### config.mk
export PLATFORM = sky130hd
export DESIGN_NAME = seap_access_port
export DESIGN_NICKNAME = d
export VERILOG_FILES = /design/src/verilog/seap_pkg.sv /design/src/verilog/seap_access_port.sv
export SDC_FILE = /design/constraint.sdc
export NUM_CORES = 1
export LEC_CHECK = 0
export BUFFER_PORTS_ARGS = -buffer_cell sky130_fd_sc_hd__buf_2
export CORE_UTILIZATION = 25
export DETAILED_ROUTE_END_ITERATION = 7
export SETUP_SLACK_MARGIN = 0.2
export SLEW_MARGIN = 5
export SYNTH_ARGS = -nofsm -noshare
export SYNTH_HDL_FRONTEND = slang
export SYNTH_SLANG_ARGS = --single-unit
### constraint.sdc
create_clock -name core_clk_i -period 2.3 [get_ports core_clk_i]
set_input_delay 0.115 -clock core_clk_i [delete_from_list [all_inputs] [get_ports core_clk_i]]
set_output_delay 0.115 -clock core_clk_i [all_outputs]
set_load 0.05 [all_outputs]
### src/verilog/seap_pkg.sv
package seap_pkg;

  // Configuration space location and field positions of the access register.
  localparam logic [7:0] CFG_OFFSET = 8'hbc;
  localparam int START_BIT  = 0;
  localparam int CMD_BIT    = 1;
  localparam int ERR_BIT    = 2;
  localparam int AL_OK_BIT  = 3;
  localparam int AL_ST_BIT  = 4;
  localparam int AL_DIS_BIT = 5;
  localparam int RATE_LSB   = 6;
  localparam int ADDR_LSB   = 9;
  localparam int DATA_LSB   = 16;

  // Values after reset.
  localparam logic        START_RST  = 1'h0;
  localparam logic        CMD_RST    = 1'h0;
  localparam logic        AL_DIS_RST = 1'h1;
  localparam logic [1:0]  RATE_RST   = 2'h1;
  localparam logic [6:0]  ADDR_RST   = 7'h00;
  localparam logic [15:0] DATA_RST   = 16'h0000;

  // Command and clock-rate codes.
  localparam logic       CMD_READ  = 1'h0;
  localparam logic       CMD_WRITE = 1'h1;
  localparam logic [1:0] RATE_TEST = 2'h3;

  // Serial clock divide ratios; each serial bit takes four quarter steps.
  localparam int CLK_DIV_NORMAL = 1024;
  localparam int CLK_DIV_TEST   = 16;
  localparam int DIV_W          = 10;
  localparam logic [DIV_W-1:0] QTR_NORMAL = DIV_W'(CLK_DIV_NORMAL / 4);
  localparam logic [DIV_W-1:0] QTR_TEST   = DIV_W'(CLK_DIV_TEST / 4);

  // Memory device select code on the two-wire bus.
  localparam logic [6:0] DEV_SELECT = 7'h50;

  // Kinds of bus segment.
  localparam logic [2:0] SK_START = 3'h0;
  localparam logic [2:0] SK_WBYTE = 3'h1;
  localparam logic [2:0] SK_RACK  = 3'h2;
  localparam logic [2:0] SK_RNACK = 3'h3;
  localparam logic [2:0] SK_STOP  = 3'h4;

  // Segment index of the stop condition for each command, and the bit number of the acknowledge.
  localparam logic [2:0] SEG_STOP_WR = 3'h5;
  localparam logic [2:0] SEG_STOP_RD = 3'h7;
  localparam logic [3:0] ACK_BITN    = 4'h8;

  typedef enum logic [2:0] {
    SEAP_IDLE = 3'b001,
    SEAP_COND = 3'b010,
    SEAP_BYTE = 3'b100
  } seap_state_e;

endpackage : seap_pkg
### src/verilog/seap_access_port.sv
`timescale 1ns/10ps
module seap_access_port (
  input  wire logic        core_clk_i,
  input  wire logic        rst_b_i,
  input  wire logic        upstream_port_i,
  input  wire logic        cfg_wr_i,
  input  wire logic        cfg_rd_i,
  input  wire logic [7:0]  cfg_addr_i,
  input  wire logic [3:0]  cfg_be_i,
  input  wire logic [31:0] cfg_wdata_i,
  output logic      [31:0] cfg_rdata_o,
  output logic             cfg_rvalid_o,
  input  wire logic        autoload_done_i,
  input  wire logic        autoload_ok_i,
  output logic             autoload_disable_o,
  output logic             autoload_commit_o,
  output logic             eeprom_scl_o,
  input  wire logic        eeprom_sda_i,
  output logic             eeprom_sda_o,
  output logic             eeprom_sda_oe_o
);

  logic                     start;
  logic                     cmd;
  logic                     err;
  logic                     al_ok;
  logic                     al_stat;
  logic                     al_dis;
  logic [1:0]               rate;
  logic [6:0]               word_addr;
  logic [15:0]              word_data;
  seap_pkg::seap_state_e    state;
  logic [2:0]               seg;
  logic [1:0]               qtr;
  logic [3:0]               bitn;
  logic [7:0]               tx;
  logic [15:0]              rx;
  logic [seap_pkg::DIV_W-1:0] div;
  logic                     fail;
  logic                     hit;
  logic                     wr_hit;
  logic                     rd_hit;
  logic                     tick;
  logic                     finish;
  logic                     ack_fail;
  logic [2:0]               kind;
  logic [seap_pkg::DIV_W-1:0] qtr_len;
  logic [31:0]              reg_view;

  function automatic logic [2:0] seg_kind(input logic c, input logic [2:0] s);
    logic [2:0] k;
    k = seap_pkg::SK_STOP;
    if (c == seap_pkg::CMD_WRITE) begin
      unique case (s)
        3'h0:                      k = seap_pkg::SK_START;
        3'h1, 3'h2, 3'h3, 3'h4:    k = seap_pkg::SK_WBYTE;
        default:                   k = seap_pkg::SK_STOP;
      endcase
    end else begin
      unique case (s)
        3'h0, 3'h3:                k = seap_pkg::SK_START;
        3'h1, 3'h2, 3'h4:          k = seap_pkg::SK_WBYTE;
        3'h5:                      k = seap_pkg::SK_RACK;
        3'h6:                      k = seap_pkg::SK_RNACK;
        default:                   k = seap_pkg::SK_STOP;
      endcase
    end
    return k;
  endfunction : seg_kind

  // Byte sent in a write segment: select, word address, then data high and low for a write, or the read select for a read.
  function automatic logic [7:0] seg_byte(input logic c, input logic [2:0] s,
                                          input logic [6:0] a, input logic [15:0] d);
    logic [7:0] b;
    b = 8'h00;
    unique case (s)
      3'h1:    b = {seap_pkg::DEV_SELECT, 1'b0};
      3'h2:    b = {a, 1'b0};
      3'h3:    b = d[15:8];
      3'h4:    b = (c == seap_pkg::CMD_WRITE) ? d[7:0] : {seap_pkg::DEV_SELECT, 1'b1};
      default: b = 8'h00;
    endcase
    return b;
  endfunction : seg_byte

  assign hit    = upstream_port_i && (cfg_addr_i == seap_pkg::CFG_OFFSET);
  assign wr_hit = cfg_wr_i && hit && !start;
  assign rd_hit = cfg_rd_i && hit;
  assign kind   = seg_kind(cmd, seg);

  // Reserved codes run at the normal rate; only the test code speeds up.
  assign qtr_len = (rate == seap_pkg::RATE_TEST) ? seap_pkg::QTR_TEST
                                                 : seap_pkg::QTR_NORMAL;
  assign tick    = (state != seap_pkg::SEAP_IDLE) && (div == qtr_len - 1'b1);
  assign finish  = tick && (qtr == 2'h3) && (kind == seap_pkg::SK_STOP);
  assign ack_fail = tick && (state == seap_pkg::SEAP_BYTE) && (qtr == 2'h2) &&
                    (bitn == seap_pkg::ACK_BITN) && (kind == seap_pkg::SK_WBYTE) &&
                    eeprom_sda_i;

  assign reg_view = {word_data, word_addr, 1'b0, rate, al_dis, al_stat, al_ok,
                     err, cmd, start};
  assign autoload_disable_o = al_dis;
  assign eeprom_sda_o       = 1'b0;

  // Control byte. Writes are ignored while a cycle is in flight.
  always_ff @(posedge core_clk_i) begin
    if (!rst_b_i) begin
      start  <= seap_pkg::START_RST;
      cmd    <= seap_pkg::CMD_RST;
      al_dis <= seap_pkg::AL_DIS_RST;
      rate   <= seap_pkg::RATE_RST;
    end else if (wr_hit && cfg_be_i[0]) begin
      start  <= cfg_wdata_i[seap_pkg::START_BIT];
      cmd    <= cfg_wdata_i[seap_pkg::CMD_BIT];
      al_dis <= cfg_wdata_i[seap_pkg::AL_DIS_BIT];
      rate   <= cfg_wdata_i[seap_pkg::RATE_LSB +: 2];
    end else if (finish) begin
      start  <= 1'b0;
    end
  end

  always_ff @(posedge core_clk_i) begin
    if (!rst_b_i) begin
      err <= 1'b0;
    end else if (ack_fail) begin
      err <= 1'b1;
    end else if (state == seap_pkg::SEAP_IDLE && start) begin
      err <= 1'b0;
    end
  end

  always_ff @(posedge core_clk_i) begin
    if (!rst_b_i) begin
      word_addr <= seap_pkg::ADDR_RST;
    end else if (wr_hit && cfg_be_i[1]) begin
      word_addr <= cfg_wdata_i[seap_pkg::ADDR_LSB +: 7];
    end
  end

  always_ff @(posedge core_clk_i) begin
    if (!rst_b_i) begin
      word_data <= seap_pkg::DATA_RST;
    end else if (finish && cmd == seap_pkg::CMD_READ && !fail) begin
      word_data <= rx;
    end else if (wr_hit) begin
      if (cfg_be_i[2]) begin
        word_data[7:0] <= cfg_wdata_i[seap_pkg::DATA_LSB +: 8];
      end
      if (cfg_be_i[3]) begin
        word_data[15:8] <= cfg_wdata_i[seap_pkg::DATA_LSB + 8 +: 8];
      end
    end
  end

  // Autoload flags. A success report in the same cycle as a read wins.
  always_ff @(posedge core_clk_i) begin
    if (!rst_b_i) begin
      al_ok             <= 1'b0;
      al_stat           <= 1'b0;
      autoload_commit_o <= 1'b0;
    end else begin
      autoload_commit_o <= autoload_done_i && autoload_ok_i && !al_dis;
      if (autoload_done_i) begin
        al_stat <= autoload_ok_i && !al_dis;
      end
      if (autoload_done_i && autoload_ok_i && !al_dis) begin
        al_ok <= 1'b1;
      end else if (rd_hit) begin
        al_ok <= 1'b0;
      end
    end
  end

  // The answer carries the value as it stood before any read side effect.
  always_ff @(posedge core_clk_i) begin
    if (!rst_b_i) begin
      cfg_rdata_o  <= 32'h0000_0000;
      cfg_rvalid_o <= 1'b0;
    end else begin
      cfg_rvalid_o <= cfg_rd_i;
      cfg_rdata_o  <= rd_hit ? reg_view : 32'h0000_0000;
    end
  end

  always_ff @(posedge core_clk_i) begin
    if (!rst_b_i || state == seap_pkg::SEAP_IDLE || tick) begin
      div <= '0;
    end else begin
      div <= div + 1'b1;
    end
  end

  // Segment sequencer. After a missing acknowledge it skips to the stop.
  always_ff @(posedge core_clk_i) begin
    if (!rst_b_i) begin
      state <= seap_pkg::SEAP_IDLE;
      seg   <= 3'h0;
      qtr   <= 2'h0;
      bitn  <= 4'h0;
      tx    <= 8'h00;
      rx    <= 16'h0000;
      fail  <= 1'b0;
    end else begin
      unique case (state)
        seap_pkg::SEAP_IDLE: begin
          if (start) begin
            state <= seap_pkg::SEAP_COND;
            seg   <= 3'h0;
            qtr   <= 2'h0;
            fail  <= 1'b0;
          end
        end
        seap_pkg::SEAP_COND, seap_pkg::SEAP_BYTE: begin
          if (tick) begin
            qtr <= qtr + 2'h1;
            if (ack_fail) begin
              fail <= 1'b1;
            end
            if (state == seap_pkg::SEAP_BYTE && qtr == 2'h2 &&
                bitn != seap_pkg::ACK_BITN &&
                (kind == seap_pkg::SK_RACK || kind == seap_pkg::SK_RNACK)) begin
              rx <= {rx[14:0], eeprom_sda_i};
            end
            if (qtr == 2'h3) begin
              if (state == seap_pkg::SEAP_BYTE && bitn != seap_pkg::ACK_BITN) begin
                bitn <= bitn + 4'h1;
                tx   <= {tx[6:0], 1'b0};
              end else if (kind == seap_pkg::SK_STOP) begin
                state <= seap_pkg::SEAP_IDLE;
              end else begin
                seg  <= fail ? ((cmd == seap_pkg::CMD_WRITE) ? seap_pkg::SEG_STOP_WR
                                                             : seap_pkg::SEG_STOP_RD)
                             : seg + 3'h1;
                bitn <= 4'h0;
                tx   <= seg_byte(cmd, seg + 3'h1, word_addr, word_data);
                if (!fail && (seg_kind(cmd, seg + 3'h1) == seap_pkg::SK_WBYTE ||
                              seg_kind(cmd, seg + 3'h1) == seap_pkg::SK_RACK ||
                              seg_kind(cmd, seg + 3'h1) == seap_pkg::SK_RNACK)) begin
                  state <= seap_pkg::SEAP_BYTE;
                end else begin
                  state <= seap_pkg::SEAP_COND;
                end
              end
            end
          end
        end
      endcase
    end
  end

  // Pin drive. The data line is open drain: enable high pulls it low.
  always_ff @(posedge core_clk_i) begin
    if (!rst_b_i) begin
      eeprom_scl_o    <= 1'b1;
      eeprom_sda_oe_o <= 1'b0;
    end else if (tick) begin
      unique case (qtr)
        2'h0: begin
          eeprom_scl_o <= 1'b0;
          if (kind == seap_pkg::SK_START) begin
            eeprom_sda_oe_o <= 1'b0;
          end else if (kind == seap_pkg::SK_STOP) begin
            eeprom_sda_oe_o <= 1'b1;
          end else if (bitn == seap_pkg::ACK_BITN) begin
            eeprom_sda_oe_o <= (kind == seap_pkg::SK_RACK);
          end else begin
            eeprom_sda_oe_o <= (kind == seap_pkg::SK_WBYTE) && !tx[7];
          end
        end
        2'h1: begin
          eeprom_scl_o <= 1'b1;
        end
        2'h2: begin
          if (kind == seap_pkg::SK_START) begin
            eeprom_sda_oe_o <= 1'b1;
          end else if (kind == seap_pkg::SK_STOP) begin
            eeprom_sda_oe_o <= 1'b0;
          end
        end
        2'h3: begin
          if (kind != seap_pkg::SK_STOP) begin
            eeprom_scl_o <= 1'b0;
          end
        end
      endcase
    end
  end

endmodule : seap_access_port

Word level (Yosys, flattened, before mapping) --
Cells that the tools add are included.
Operators by class: $add $sub $neg 5, $mul 0, divide/modulo/power cells 0, order comparisons 0, equality and inequality tests 41, shifts and indexed selects 0, multiplexer cells 59, bitwise logic cells 1, reductions and logical operators 66
Operators with widths (count):
- 3-bit two-way mux | 20
- 8-bit two-way mux | 5
- 16-bit two-way mux | 2
- 8-bit case mux with 4 select lines | 1
- 3-bit by 2-bit == test with 1-bit output (second input constant) | 9
- 1-bit logical AND | 26
- 3-bit == test (second input constant) | 8
- 3-bit case mux with 2 select lines | 4
- 3-bit case mux with 4 select lines | 2
- 3-bit by 1-bit == test with 1-bit output (second input constant) | 5
- 1-bit two-way mux | 15
- 2-bit inequality test (second input constant) | 7
- 2-bit nonzero test | 7
- 3-bit AND reduction | 4
- 10-bit by 1-bit adder with 10-bit output (second input constant) | 1
- 10-bit == test | 1
- 9-bit by 1-bit subtractor with 10-bit output (second input constant) | 1
- 3-bit zero test | 3
- 9-bit two-way mux | 1
- 8-bit == test (second input constant) | 1
- 4-bit two-way mux | 2
- 2-bit AND reduction | 4
- 4-bit AND reduction | 2
- 4-bit OR reduction | 2
- other kinds (22) | 39
Word-level totals: bits in registers 114, bits in latches 0, memory bits (writable) 0, bits in read-only memories 0, input port bits 52, output and inout port bits 38, memories kept 0

Depth between registers and ports, before layout --
Gate-level depths: netlist of run 1.
depth in word-level cells 21, gate-level depth with buffers 9, depth with buffers taken out 7

Least setup slack after synthesis of run 1 --
OpenSTA, ideal clock, no wires.
path type reg-to-reg, start point reg seg[0], end point reg tx[7], setup time 70 ps, data arrival time 1947 ps, data required time 2230 ps, path slack 283 ps, stages on the path, launching flop included 8, path buffers 0, period minus slack after synthesis 2017 ps, path through dfxtp_1 ha_1 ha_1 nor4b_1 a211oi_1 a32o_1 nand3_1 a21oi_1
On the way: cells in the longest elaborated chain, start to end 7
Ends and longest elaborated chain:
- start, declared | RTL line seap_access_port.sv:33 | logic [2:0] seg;
- start signal, assigned | RTL line seap_access_port.sv:231 | seg <= fail ? ((cmd == seap_pkg::CMD_WRITE) ? seap_pkg::SEG_STOP_WR
- 3-bit by 1-bit == test with 1-bit output (tied with other cells) | RTL line seap_access_port.sv:54, seap_access_port.sv:60
- 3-bit OR reduction (tied with other cells) | RTL line seap_access_port.sv:60 | unique case (s)
- 3-bit case mux with 4 select lines or 3-bit case mux with 2 select lines (tied branches) | RTL line seap_access_port.sv:60, seap_access_port.sv:54
- 3-bit two-way mux | RTL line seap_access_port.sv:53 | if (c == seap_pkg::CMD_WRITE) begin
- 3-bit == test | RTL line seap_access_port.sv:228 | end else if (kind == seap_pkg::SK_STOP) begin
- 2-bit inequality test (no line)
- 4-bit AND reduction (no line)
- end signal, assigned | RTL line seap_access_port.sv:227 | tx <= {tx[6:0], 1'b0};
- end signal, assigned | RTL line seap_access_port.sv:235 | tx <= seg_byte(cmd, seg + 3'h1, word_addr, word_data);
- end, declared | RTL line seap_access_port.sv:36 | logic [7:0] tx;
Several ways; a longest one is shown, not always the timed one. The select of a mux whose other input is x is not followed. A chain may end at the register's enable or synchronous reset.

Worst setup path after layout of run 1 --
start point reg seg[0], end point reg seg[1]
On the way: cells in the longest elaborated chain, start to end 7
Ends and longest elaborated chain (RTL line):
- 3-bit by 1-bit == test with 1-bit output (tied with other cells) | seap_access_port.sv:54, seap_access_port.sv:60
- 3-bit OR reduction (tied with other cells) | seap_access_port.sv:60
- 3-bit case mux with 4 select lines (tied with other cells) | seap_access_port.sv:60
- 3-bit two-way mux (on tied branches) | seap_access_port.sv:53, seap_access_port.sv:225
- 3-bit == test or 3-bit two-way mux (tied branches) | seap_access_port.sv:228, seap_access_port.sv:224
- 2-bit inequality test (no line) or 3-bit two-way mux (tied branches)
- 5-bit AND reduction (no line) or 3-bit case mux with 2 select lines (tied branches)
Several ways; a longest one is shown, not always the timed one. The select of a mux whose other input is x is not followed.

==> results.cfg, run 1 <==
[final_layout]
fin_area_sq_mm = 0.00667
fillers = 2011
area_growth_pct = 32.7
drive_gt1_share_pct = 25.8
antenna_cells = 0
fin_nets = 730

[timing]
worst_hold_slack_ns = 0.00609
slew_viol_final = 0
fin_crit_sh_pct = 88.5
finalSetupTns_ns = 0
grt_setup_unrepaired = yes
hold_viol = 0
setup_viol = 0
relSlewSlack_pct = 40.4
finalWorstPathRequiredPeriod_ns = 2.04
clock_skew_ns = 0.00930
worst_pin_slew_ns = 0.893
fmax_mhz = 491

[routing]
ant_nets = 0
drc = 0
vias_per_cell = 4.70
drtIter0Drc = 284
wire_per_inst_microns = 14.3
vias = 4424
totalWireLength_microns = 13400
dr.pass1.iters = 4

[yosys]
ys_ff_latch = 113
synthFlopType = dfxtp_1
synthCells = 548
synth_top_area_cell = dfxtp_1
ys_seq_area_share_pct = 45.0
yosysUniqueCellTypes = 69
async_reset_ff_share_pct = 0
avgSynthCellArea_sq_um = 9.16
ys.warnings.count = 0
yosysTopAreaCellShare_pct = 45.0
synth-edff-count = 0
yosys-top-cells-area = dfxtp_1 (45%), mux2i_1 (6.4%), nand2_1 (4.6%)
netlist_area_sq_mm = 0.00502

[flow_run]
cap_violations = 0

[power]
switching_share_pct = 27.3
p_sw_mw = 1.34
internal_power_mw = 3.57
p_comb_share_pct = 7.3
pwr-share-clk_pct = 51.3
p_per_area_mw_per_mm2 = 736
total_power_mw = 4.90
leakagePower_nw = 2.78
peakVddDrop_v = 0.000637
sequentialPowerShare_pct = 41.4

[global_routing]
antenna_found_initial = 0
grt_pass1_wl_microns = 21300
grt_pass1_vias = 4230
grt_usage_pct = 13.4
grt_max_degree = 47
grt_overflow = 0

[critical_path]
r2r-start = seg[0]$_SDFFE_PN0P_
rr_worst_depth = 9
timing.rr.end = seg[1]$_SDFFE_PN0P_
slowest_delay_ns = 0.37
worstPathArrival_ns = 2.35
crit_path_max_fanout = 6
critPathRequiredTime_ns = 2.61
critPathSlowestCell = dfxtp_2
path_class = reg -> reg
crit_path_start_kind = flop
cp_cell_sequence = inv_1 > ha_2 > buf_4 > a2bb2oi_1 > nor3_1 > buf_4 > nand2_1 > a21boi_2 > o31ai_2
crit_top_cell = buf_4
reg2reg_slack_ns = 0.26
cp-end-kind = flop

[clock_network]
cts.sinks = 113
cts_buffers = 17
cts_tree = yes
cts-htree-levels = 4
clkTransAtPathRegs_ns = 0.06
cts_buffer_depth = 2
cts-root-buf = clkbuf_16
clock_latency_ns = 0.42

[die]
core_sq_mm = 0.0196
dieArea_sq_mm = 0.0207
die_width_microns = 144
rows = 51
initial_core_util_pct = 25.6
die_h_microns = 144
io_pins = 90

[worst_hold_path]
min_to = word_data[3]$_SDFFE_PN0P_
timing.hold.worst.class = in -> reg
holdPathStages = 3
hp-start = cfg_wdata_i[19]

[place]
dpl-instance-area_sq_mm = 0.00582
place.port_buffers = 83
dpl.hpwl_microns = 9380
gp_congestion = 0.870

[run_status]
run_status = finished, final reports clean
-- registers in the layout, summed over array words and instances, names as in the netlist, 2 cells and up --
name / count
div: 10
tx: 8
bitn: 4
seg: 3
qtr: 2
word_data: 16
rx: 16
word_addr: 7
cfg_rdata_o: 31
rate: 2
state: 3
-- cell usage in the layout (no fill, tap or decap), drive strengths merged, types with 5 or more instances in the layout --
master,synthesis,routed
nand4,7,7
nor3,9,9
a21oi,40,40
buf,16,113
nor2,22,22
o2111ai,5,5
dfxtp,113,113
clkbuf,21,17
nand3,37,37
nand2,61,61
a22oi,5,5
inv,14,24
mux2i,32,32
ha,14,14
a22o,6,6
and3,35,35
xor2,8,8
dlygate4sd3,0,20
o21ai,28,28
nand2b,7,7
nand4b,7,7
-- cells by family after synthesis --
kind of cell,share of synthesized area (%)
DFF,45.0
other,0.0747
AOI/OAI and AO/OA,16.1
and+or+nand+nor,22.4
xor gates and xnor gates,1.92
muxes,6.38
adders and majority gates,3.49
buffers and inverters,4.63
-- worst max path at each step --
stage / from / end / slack [ns] / cells past startpoint
CTS: seg[0]$_SDFFE_PN0P_ / state[1]$_SDFFE_PN0P_ / 0.16 / 6
global placement: seg[0]$_SDFFE_PN0P_ / tx[7]$_SDFFE_PN0P_ / 0.03 / 7
floorplan: seg[0]$_SDFFE_PN0P_ / tx[7]$_SDFFE_PN0P_ / 0.28 / 7
global route: seg[0]$_SDFFE_PN0P_ / seg[1]$_SDFFE_PN0P_ / 0.11 / 9
finish: seg[0]$_SDFFE_PN0P_ / seg[1]$_SDFFE_PN0P_ / 0.26 / 9
detailed placement: seg[0]$_SDFFE_PN0P_ / tx[7]$_SDFFE_PN0P_ / -0.03 / 7
-- layer usage --
metal	part of all wire, %	GRT usage (%)
met5	0	0
met4	1.8	6.27
met3	4.6	2.83
met2	47	21.8
met1	47	16.9
-- Yosys cell counts (all sizes together), types with 3 or more instances --
master and number:
mux2i 32, a22oi 5, and2 4, nand2 61, nand2b 7, o31ai 4, o2111ai 5, nor2 22
a22o 6, xnor2 3, buf 16, o21ai 28, a21oi 40, xor2 8, inv 14, nand4 7
nor3 9, clkbuf 21, dfxtp 113, and3 35, ha 14, nand4b 7, nand3 37, nor4 4
-- critical path, delay by kind of cell (launching register included) --
| kind | cells | cell delay (ns) |
|---|---|---|
| fa+ha+maj | 1 | 0.24 |
| simple gates | 2 | 0.24 |
| compound gates | 3 | 0.64 |
| flops | 1 | 0.37 |
| buf+inv | 3 | 0.45 |
-- power by group through the flow --
stage | Sequential [mW] | Clock [mW] | Combinational (mW)
after CTS | 2.03 | 2.55 | 0.346
final | 2.03 | 2.52 | 0.357
after detailed placement | 2.07 | 0 | 0.320
after global placement | 2.07 | 0 | 0.320
after floorplan | 2.05 | 0 | 0.229
after global routing | 2.04 | 2.65 | 0.395
-- area by class of cell --
class | count | area [sq um] | area share (%)
multi-input combinational | 384 | 2590 | 38.9
clock buffer | 17 | 425 | 6.38
tap | 265 | 332 | 4.97
clock inverter | 15 | 141 | 2.12
timing repair buffer | 133 | 853 | 12.8
inverter | 15 | 56.3 | 0.845
sequential | 113 | 2260 | 34.0
-- timing repair --
item / in CTS / in global routing
cloned: 0 / 0
hold buffers: 20 / 0
pin swaps: 0 / 3
resized for setup: 2 / 11
endpoints found under the hold margin: 19 / 0
endpoints found under the setup margin: 21 / 35
setup buffers: 0 / 3
-- through the flow --
step	std cells	setup slack, ns	util (%)
after floorplan	549	0.283	-
after global placement	887	0.0320	29.7
after detailed placement	887	-0.0331	29.7
after CTS	939	0.158	33.7
after global routing	942	0.114	34.0
final	942	0.265	34.0
Power figures use the tool's default switching activity.
==> inputs of run 2 (changes only) <==
--- a/config.mk
+++ b/config.mk
@@ -8,6 +8,7 @@
 export BUFFER_PORTS_ARGS = -buffer_cell sky130_fd_sc_hd__buf_2
 export CORE_UTILIZATION = 25
 export DETAILED_ROUTE_END_ITERATION = 7
+export REMOVE_ABC_BUFFERS = 1
 export SETUP_SLACK_MARGIN = 0.2
 export SLEW_MARGIN = 5
 export SYNTH_ARGS = -nofsm -noshare
==> run 2 against run 1 <==
Net effect:
- fmax down 2.0%
- total power up 5.4%
- clock skew down 0.0015 ns
- die area unchanged
- flip-flop and latch count unchanged
- hold slack better by 0.0042 ns
- sequential power about the same
- first-iteration DRC count up 10%
- sequential share of layout area down 0.75 points
- register-to-register slack worse by 0.04 ns
- critical path depth down 3
- utilization up 0.73 points
==> results.cfg, run 2 (same netlist as run 1, synthesis figures left out) <==
[run_status]
run_status = finished, final reports clean

[routing]
wire_per_inst_microns = 14.0
ant_nets = 0
drc = 0
totalWireLength_microns = 13200
dr.pass1.iters = 4
drtIter0Drc = 313
vias = 4315
vias_per_cell = 4.58

[final_layout]
final_common_cell = dfxtp_1
largest_reg_flops = 31
fin_nets = 732
antenna_cells = 0
area_growth_pct = 35.6
drive_gt1_share_pct = 25.7
reg_top3 = cfg_rdata_o (31), rx (16), word_data (16)
fillers = 1970
final_cell_mix = dfxtp_1 (113), buf_2 (83), nand2_1 (61), a21oi_1 (39)
fin_util_pct = 34.8
largest_register = cfg_rdata_o

[global_routing]
antenna_found_initial = 0
grt_usage_pct = 13.5
grt_pass1_vias = 4133
grt_pass1_wl_microns = 21100
grt_max_degree = 34
grt_overflow = 0

[timing]
worst_hold_slack_ns = 0.0103
fin_crit_sh_pct = 90.3
setup_viol = 0
finalWorstPathRequiredPeriod_ns = 2.08
clock_skew_ns = 0.00779
fmax_mhz = 482
slew_viol_final = 0
relSlewSlack_pct = 63.1
grt_setup_unrepaired = yes
worst_pin_slew_ns = 0.554
hold_viol = 0

[power]
p_per_area_mw_per_mm2 = 760
p_sw_mw = 1.16
sequentialPowerShare_pct = 39.4
pwr-share-clk_pct = 53.8
p_comb_share_pct = 6.9
internal_power_mw = 4.02
leakagePower_nw = 2.84
peakVddDrop_v = 0.000337
total_power_mw = 5.17
switching_share_pct = 22.3

[clock_network]
cts-root-buf = clkbuf_16
cts_buffers = 17
cts.sinks = 113
cts_tree = yes
clock_latency_ns = 0.42
cts_buffer_depth = 2
clkTransAtPathRegs_ns = 0.05
cts-htree-levels = 4

[critical_path]
path_class = reg -> reg
cp-end-kind = flop
crit_path_start_kind = flop
slowest_delay_ns = 0.41
critPathRequiredTime_ns = 2.65
crit_buf_inv = 0
crit_top_cell = ha_1
cp_cell_sequence = ha_1 > ha_1 > nor4b_2 > nor3_1 > o311ai_2 > a41o_1
critPathSlowestCell = o311ai_2
critical-path-top-delay-family = compound AO/OA/AOI/OAI gates
crit_path_max_fanout = 4
worstPathArrival_ns = 2.43

[die]
core_sq_mm = 0.0196
rows = 51
io_pins = 90
dieArea_sq_mm = 0.0207
die_width_microns = 144
die_h_microns = 144
initial_core_util_pct = 25.6

[flow_run]
cap_violations = 0

[place]
gp_congestion = 0.830
dpl.hpwl_microns = 9360
place.port_buffers = 83

[worst_hold_path]
timing.hold.worst.class = in -> reg
run 2: cell type report:
cell class                 instances  area [sq um]  share of cell area, %
multi-input combinational        384          2640                   38.8
timing repair buffer             135           887                   13.0
clock buffer                      21           470                   6.91
inverter                          15          56.3                  0.827
sequential                       113          2260                   33.2
clock inverter                    10           158                   2.32
tap                              265           332                   4.87
run 2: final timing paths:
check,startpoint,endpoint,slack [ns],cells after the start
worst max-delay path,seg[0]$_SDFFE_PN0P_,state[1]$_SDFFE_PN0P_,0.22,6
worst min-delay path,cfg_wdata_i[27],word_data[11]$_SDFFE_PN0P_,0.01,3
worst max register to register,seg[0]$_SDFFE_PN0P_,state[1]$_SDFFE_PN0P_,0.22,6
worst min register to register,rx[15]$_SDFFE_PN0P_,rx[15]$_SDFFE_PN0P_,0.45,2
run 2: routing by layer:
| metal | GRT usage (%) | part of all wire, % | up-vias |
|---|---|---|---|
| li1 | - | - | 2216 |
| met1 | 17.8 | 49 | 1968 |
| met2 | 20.0 | 43 | 112 |
| met3 | 4.43 | 6.6 | 19 |
| met4 | 6.05 | 1.8 | 0 |
| met5 | 0 | 0 | - |
run 2: through the flow:
step	area (sq um)	setup TNS (ns)	instances	setup WS [ns]
2_1_floorplan	4850	-5.93	512	-0.418
3_5_place_dp	5830	-0.136	889	-0.0423
4_1_cts	6700	0	941	0.157
6_report	6810	0	943	0.224
5_1_grt	6810	0	943	0.121
3_3_place_gp	5830	-0.0216	889	-0.0146
run 2: worst register-to-register path, cell delays in order, from the launching register on:
cell and delay, ns:
dfxtp_1 0.32, ha_1 0.20, ha_1 0.33, nor4b_2 0.39
nor3_1 0.12, o311ai_2 0.41, a41o_1 0.23
run 2: timing repair:
item                       in CTS  in global routing
hold buffers                   21                  0
hold endpoints to repair       21                  0
gates resized for setup         5                 14
pin swaps                       0                  2
setup endpoints to repair      26                 55
buffers inserted                0                  2
run 2: power by group through the flow:
stage | Combinational [mW] | Sequential (mW) | Clock (mW)
floorplan | 0.185 | 2.07 | 0
global placement | 0.309 | 2.07 | 0
detailed placement | 0.312 | 2.07 | 0
CTS | 0.348 | 2.03 | 2.83
global route | 0.397 | 2.04 | 2.93
finish | 0.354 | 2.04 | 2.78
==> inputs of run 3 (changes only) <==
--- a/config.mk
+++ b/config.mk
@@ -5,6 +5,7 @@
 export SDC_FILE = /design/constraint.sdc
 export NUM_CORES = 1
 export LEC_CHECK = 0
+export ABC_AREA = 1
 export BUFFER_PORTS_ARGS = -buffer_cell sky130_fd_sc_hd__buf_2
 export CORE_UTILIZATION = 25
 export DETAILED_ROUTE_END_ITERATION = 7
==> run 3 against run 2 <==
Net effect:
- global-route usage is 0.11 points lower
- design area down 2.8%
- die area increased by 1.2%
- critical endpoint is now word_data[6]$_SDFFE_PN0P_
- critical path type unchanged
- utilization down 1.2 points
- critical path depth increased by 5
- final cell count is 14% higher
- hold slack gained 0.0030 ns
- sequential power about the same
- total power increased by 2.6%
- register-to-register slack improved by 0.16 ns
==> results.cfg, run 3 <==
[run_status]
run_status = finished, final reports clean

[clock_network]
cts_buffers = 17
cts_tree = yes
clkTransAtPathRegs_ns = 0.05
cts-htree-levels = 4
cts.sinks = 113
cts-root-buf = clkbuf_16
clock_latency_ns = 0.42
cts_buffer_depth = 2

[yosys]
avgSynthCellArea_sq_um = 7.34
ys.warnings.count = 0
ys_seq_area_share_pct = 44.5
synth_compound_area_share_pct = 14.1
yosysUniqueCellTypes = 34
synth_adder_area_share_pct = 3.44
synth-edff-count = 0
netlist_area_sq_mm = 0.00508
synthXorXnorAreaFrac_pct = 0.861
synth.area.mux_share_pct = 0.394
synth-simple-area-share_pct = 27.0
synthCells = 693
synthFlopType = dfxtp_1
yosysTopAreaCellShare_pct = 44.5
ys_ff_latch = 113
synth_common_cells = nand2_1 (120), dfxtp_1 (113), inv_1 (88)
synth_top_area_cell = dfxtp_1
yosys-top-cells-area = dfxtp_1 (44%), nand2_1 (8.9%), nand3_1 (7.2%)
yosysMostFrequentCell = nand2_1
async_reset_ff_share_pct = 0
synth_top_family_by_area = simple AND/OR/NAND/NOR gates

[critical_path]
crit_path_start_kind = flop
cp-startpoint = seg[0]$_SDFFE_PN0P_
critPathRequiredTime_ns = 2.57
cp-end-kind = flop
path_class = reg -> reg
reg2reg_slack_ns = 0.38
crit_path_max_fanout = 13
r2r-start = seg[0]$_SDFFE_PN0P_
timing.rr.end = word_data[6]$_SDFFE_PN0P_
endpoint = word_data[6]$_SDFFE_PN0P_
worstPathArrival_ns = 2.19
rr_worst_depth = 11

[routing]
totalWireLength_microns = 13100
drtIter0Drc = 285
ant_nets = 0
drc = 0
vias = 4712
wire_per_inst_microns = 12.2
vias_per_cell = 4.39
dr.pass1.iters = 4

[timing]
finalSetupTns_ns = 0
fin_crit_sh_pct = 83.5
worst_hold_slack_ns = 0.0134
fmax_mhz = 521
worst_pin_slew_ns = 0.782
setup_viol = 0
clock_skew_ns = 0.0121
slew_viol_final = 0
relSlewSlack_pct = 47.8
finalWorstPathRequiredPeriod_ns = 1.92
hold_viol = 0
grt_setup_unrepaired = no

[power]
switching_share_pct = 23.1
pwr-share-clk_pct = 53.6
p_per_area_mw_per_mm2 = 802
total_power_mw = 5.30
sequentialPowerShare_pct = 38.3
peakVddDrop_v = 0.000520
p_sw_mw = 1.23
internal_power_mw = 4.08
p_comb_share_pct = 8.2
leakagePower_nw = 2.81

[final_layout]
antenna_cells = 0
fin_nets = 861
final_common_cell = nand2_1
largest_register = cfg_rdata_o
fin_area_sq_mm = 0.00662
fin_util_pct = 33.6
final_cell_mix = nand2_1 (120), dfxtp_1 (111), inv_1 (88), nor2_1 (83), buf_2 (83)
fillers = 2071
largest_reg_flops = 31
drive_gt1_share_pct = 21.0
reg_top3 = cfg_rdata_o (31), rx (16), word_data (16)
area_growth_pct = 30.1

[die]
die_h_microns = 145
die_width_microns = 145
initial_core_util_pct = 25.8
dieArea_sq_mm = 0.0209
io_pins = 90
core_sq_mm = 0.0197
rows = 51

[global_routing]
antenna_found_initial = 0
grt_overflow = 0
grt_max_degree = 33
grt_usage_pct = 13.4
grt_pass1_wl_microns = 21500
grt_pass1_vias = 4426

[place]
gp_congestion = 0.802
dpl.hpwl_microns = 9330
dpl-instance-area_sq_mm = 0.00581
place.port_buffers = 83

[worst_hold_path]
timing.hold.worst.class = in -> reg

[flow_run]
cap_violations = 0
## run 3: cell families (layout without fill, tap and decap cells)
| logic type | count (synthesis) | count (layout) |
|---|---|---|
| simple gates | 309 | 309 |
| compound gates | 128 | 128 |
| buf+inv | 121 | 235 |
| other cells | 1 | 2 |
| mux | 2 | 2 |
| xor+xnor | 5 | 5 |
| fa+ha+maj | 14 | 14 |
| flops | 113 | 113 |
## run 3: layout make-up
cell class,instances,area [sq um],area share [%]
multi-input cells,460,2370,35.8
flip-flops and latches,113,2260,34.2
repair buffers,111,664,10.0
clock buffers,24,492,7.43
inverters,92,345,5.22
well taps,265,332,5.01
clock inverters,8,149,2.25
## run 3: critical path: stages, from the launching register on
cell,delay (ns)
dfxtp_2,0.39
inv_1,0.08
ha_1,0.25
nand2_1,0.14
nand2_4,0.07
nor2_4,0.14
nand3_4,0.12
nor2_8,0.17
buf_6,0.18
nand3_1,0.08
nand2_1,0.09
a21oi_2,0.05
## run 3: how the worst min path moves through the flow
stage	start	to	slack, ns	depth (start not counted)
3_5_place_dp	cfg_rd_i	cfg_rvalid_o$_SDFF_PN0_	0.33	3
6_report	cfg_wdata_i[13]	word_addr[4]$_SDFFE_PN0P_	0.01	3
2_1_floorplan	rst_b_i	eeprom_scl_o$_SDFFE_PN1P_	0.20	1
5_1_grt	cfg_wdata_i[13]	word_addr[4]$_SDFFE_PN0P_	0.02	3
4_1_cts	cfg_wdata_i[10]	word_addr[1]$_SDFFE_PN0P_	0.004	3
3_3_place_gp	cfg_rd_i	cfg_rvalid_o$_SDFF_PN0_	0.32	3
## run 3: power groups by stage
stage	Combinational (mW)	Sequential [mW]	Clock, mW
after floorplan	0.283	2.06	0
after global placement	0.420	2.07	0
after detailed placement	0.415	2.07	0
after CTS	0.431	2.03	2.89
after global routing	0.498	2.03	3.00
final	0.433	2.03	2.84
## run 3: timing repair
item | 4_1_cts | 5_1_grt
pin swaps | 1 | 3
resized for setup | 2 | 8
endpoints found under the setup margin | 25 | 47
endpoints found under the hold margin | 9 | 0
hold buffers | 9 | 0
buffers inserted | 0 | 5
## run 3: metal layers
metal | part of all wire (%) | global-route usage (%)
met3 | 5.1 | 3.91
met2 | 43 | 20.8
met5 | 0 | 0
met4 | 1.3 | 4.49
met1 | 50 | 17.8
## run 3: per-stage QoR
step                      std cells  worst slack (ns)
after floorplan                 665             0.279
after global placement         1027             0.198
after detailed placement       1027             0.171
after CTS                      1068             0.236
after global routing           1073             0.206
final                          1073             0.380
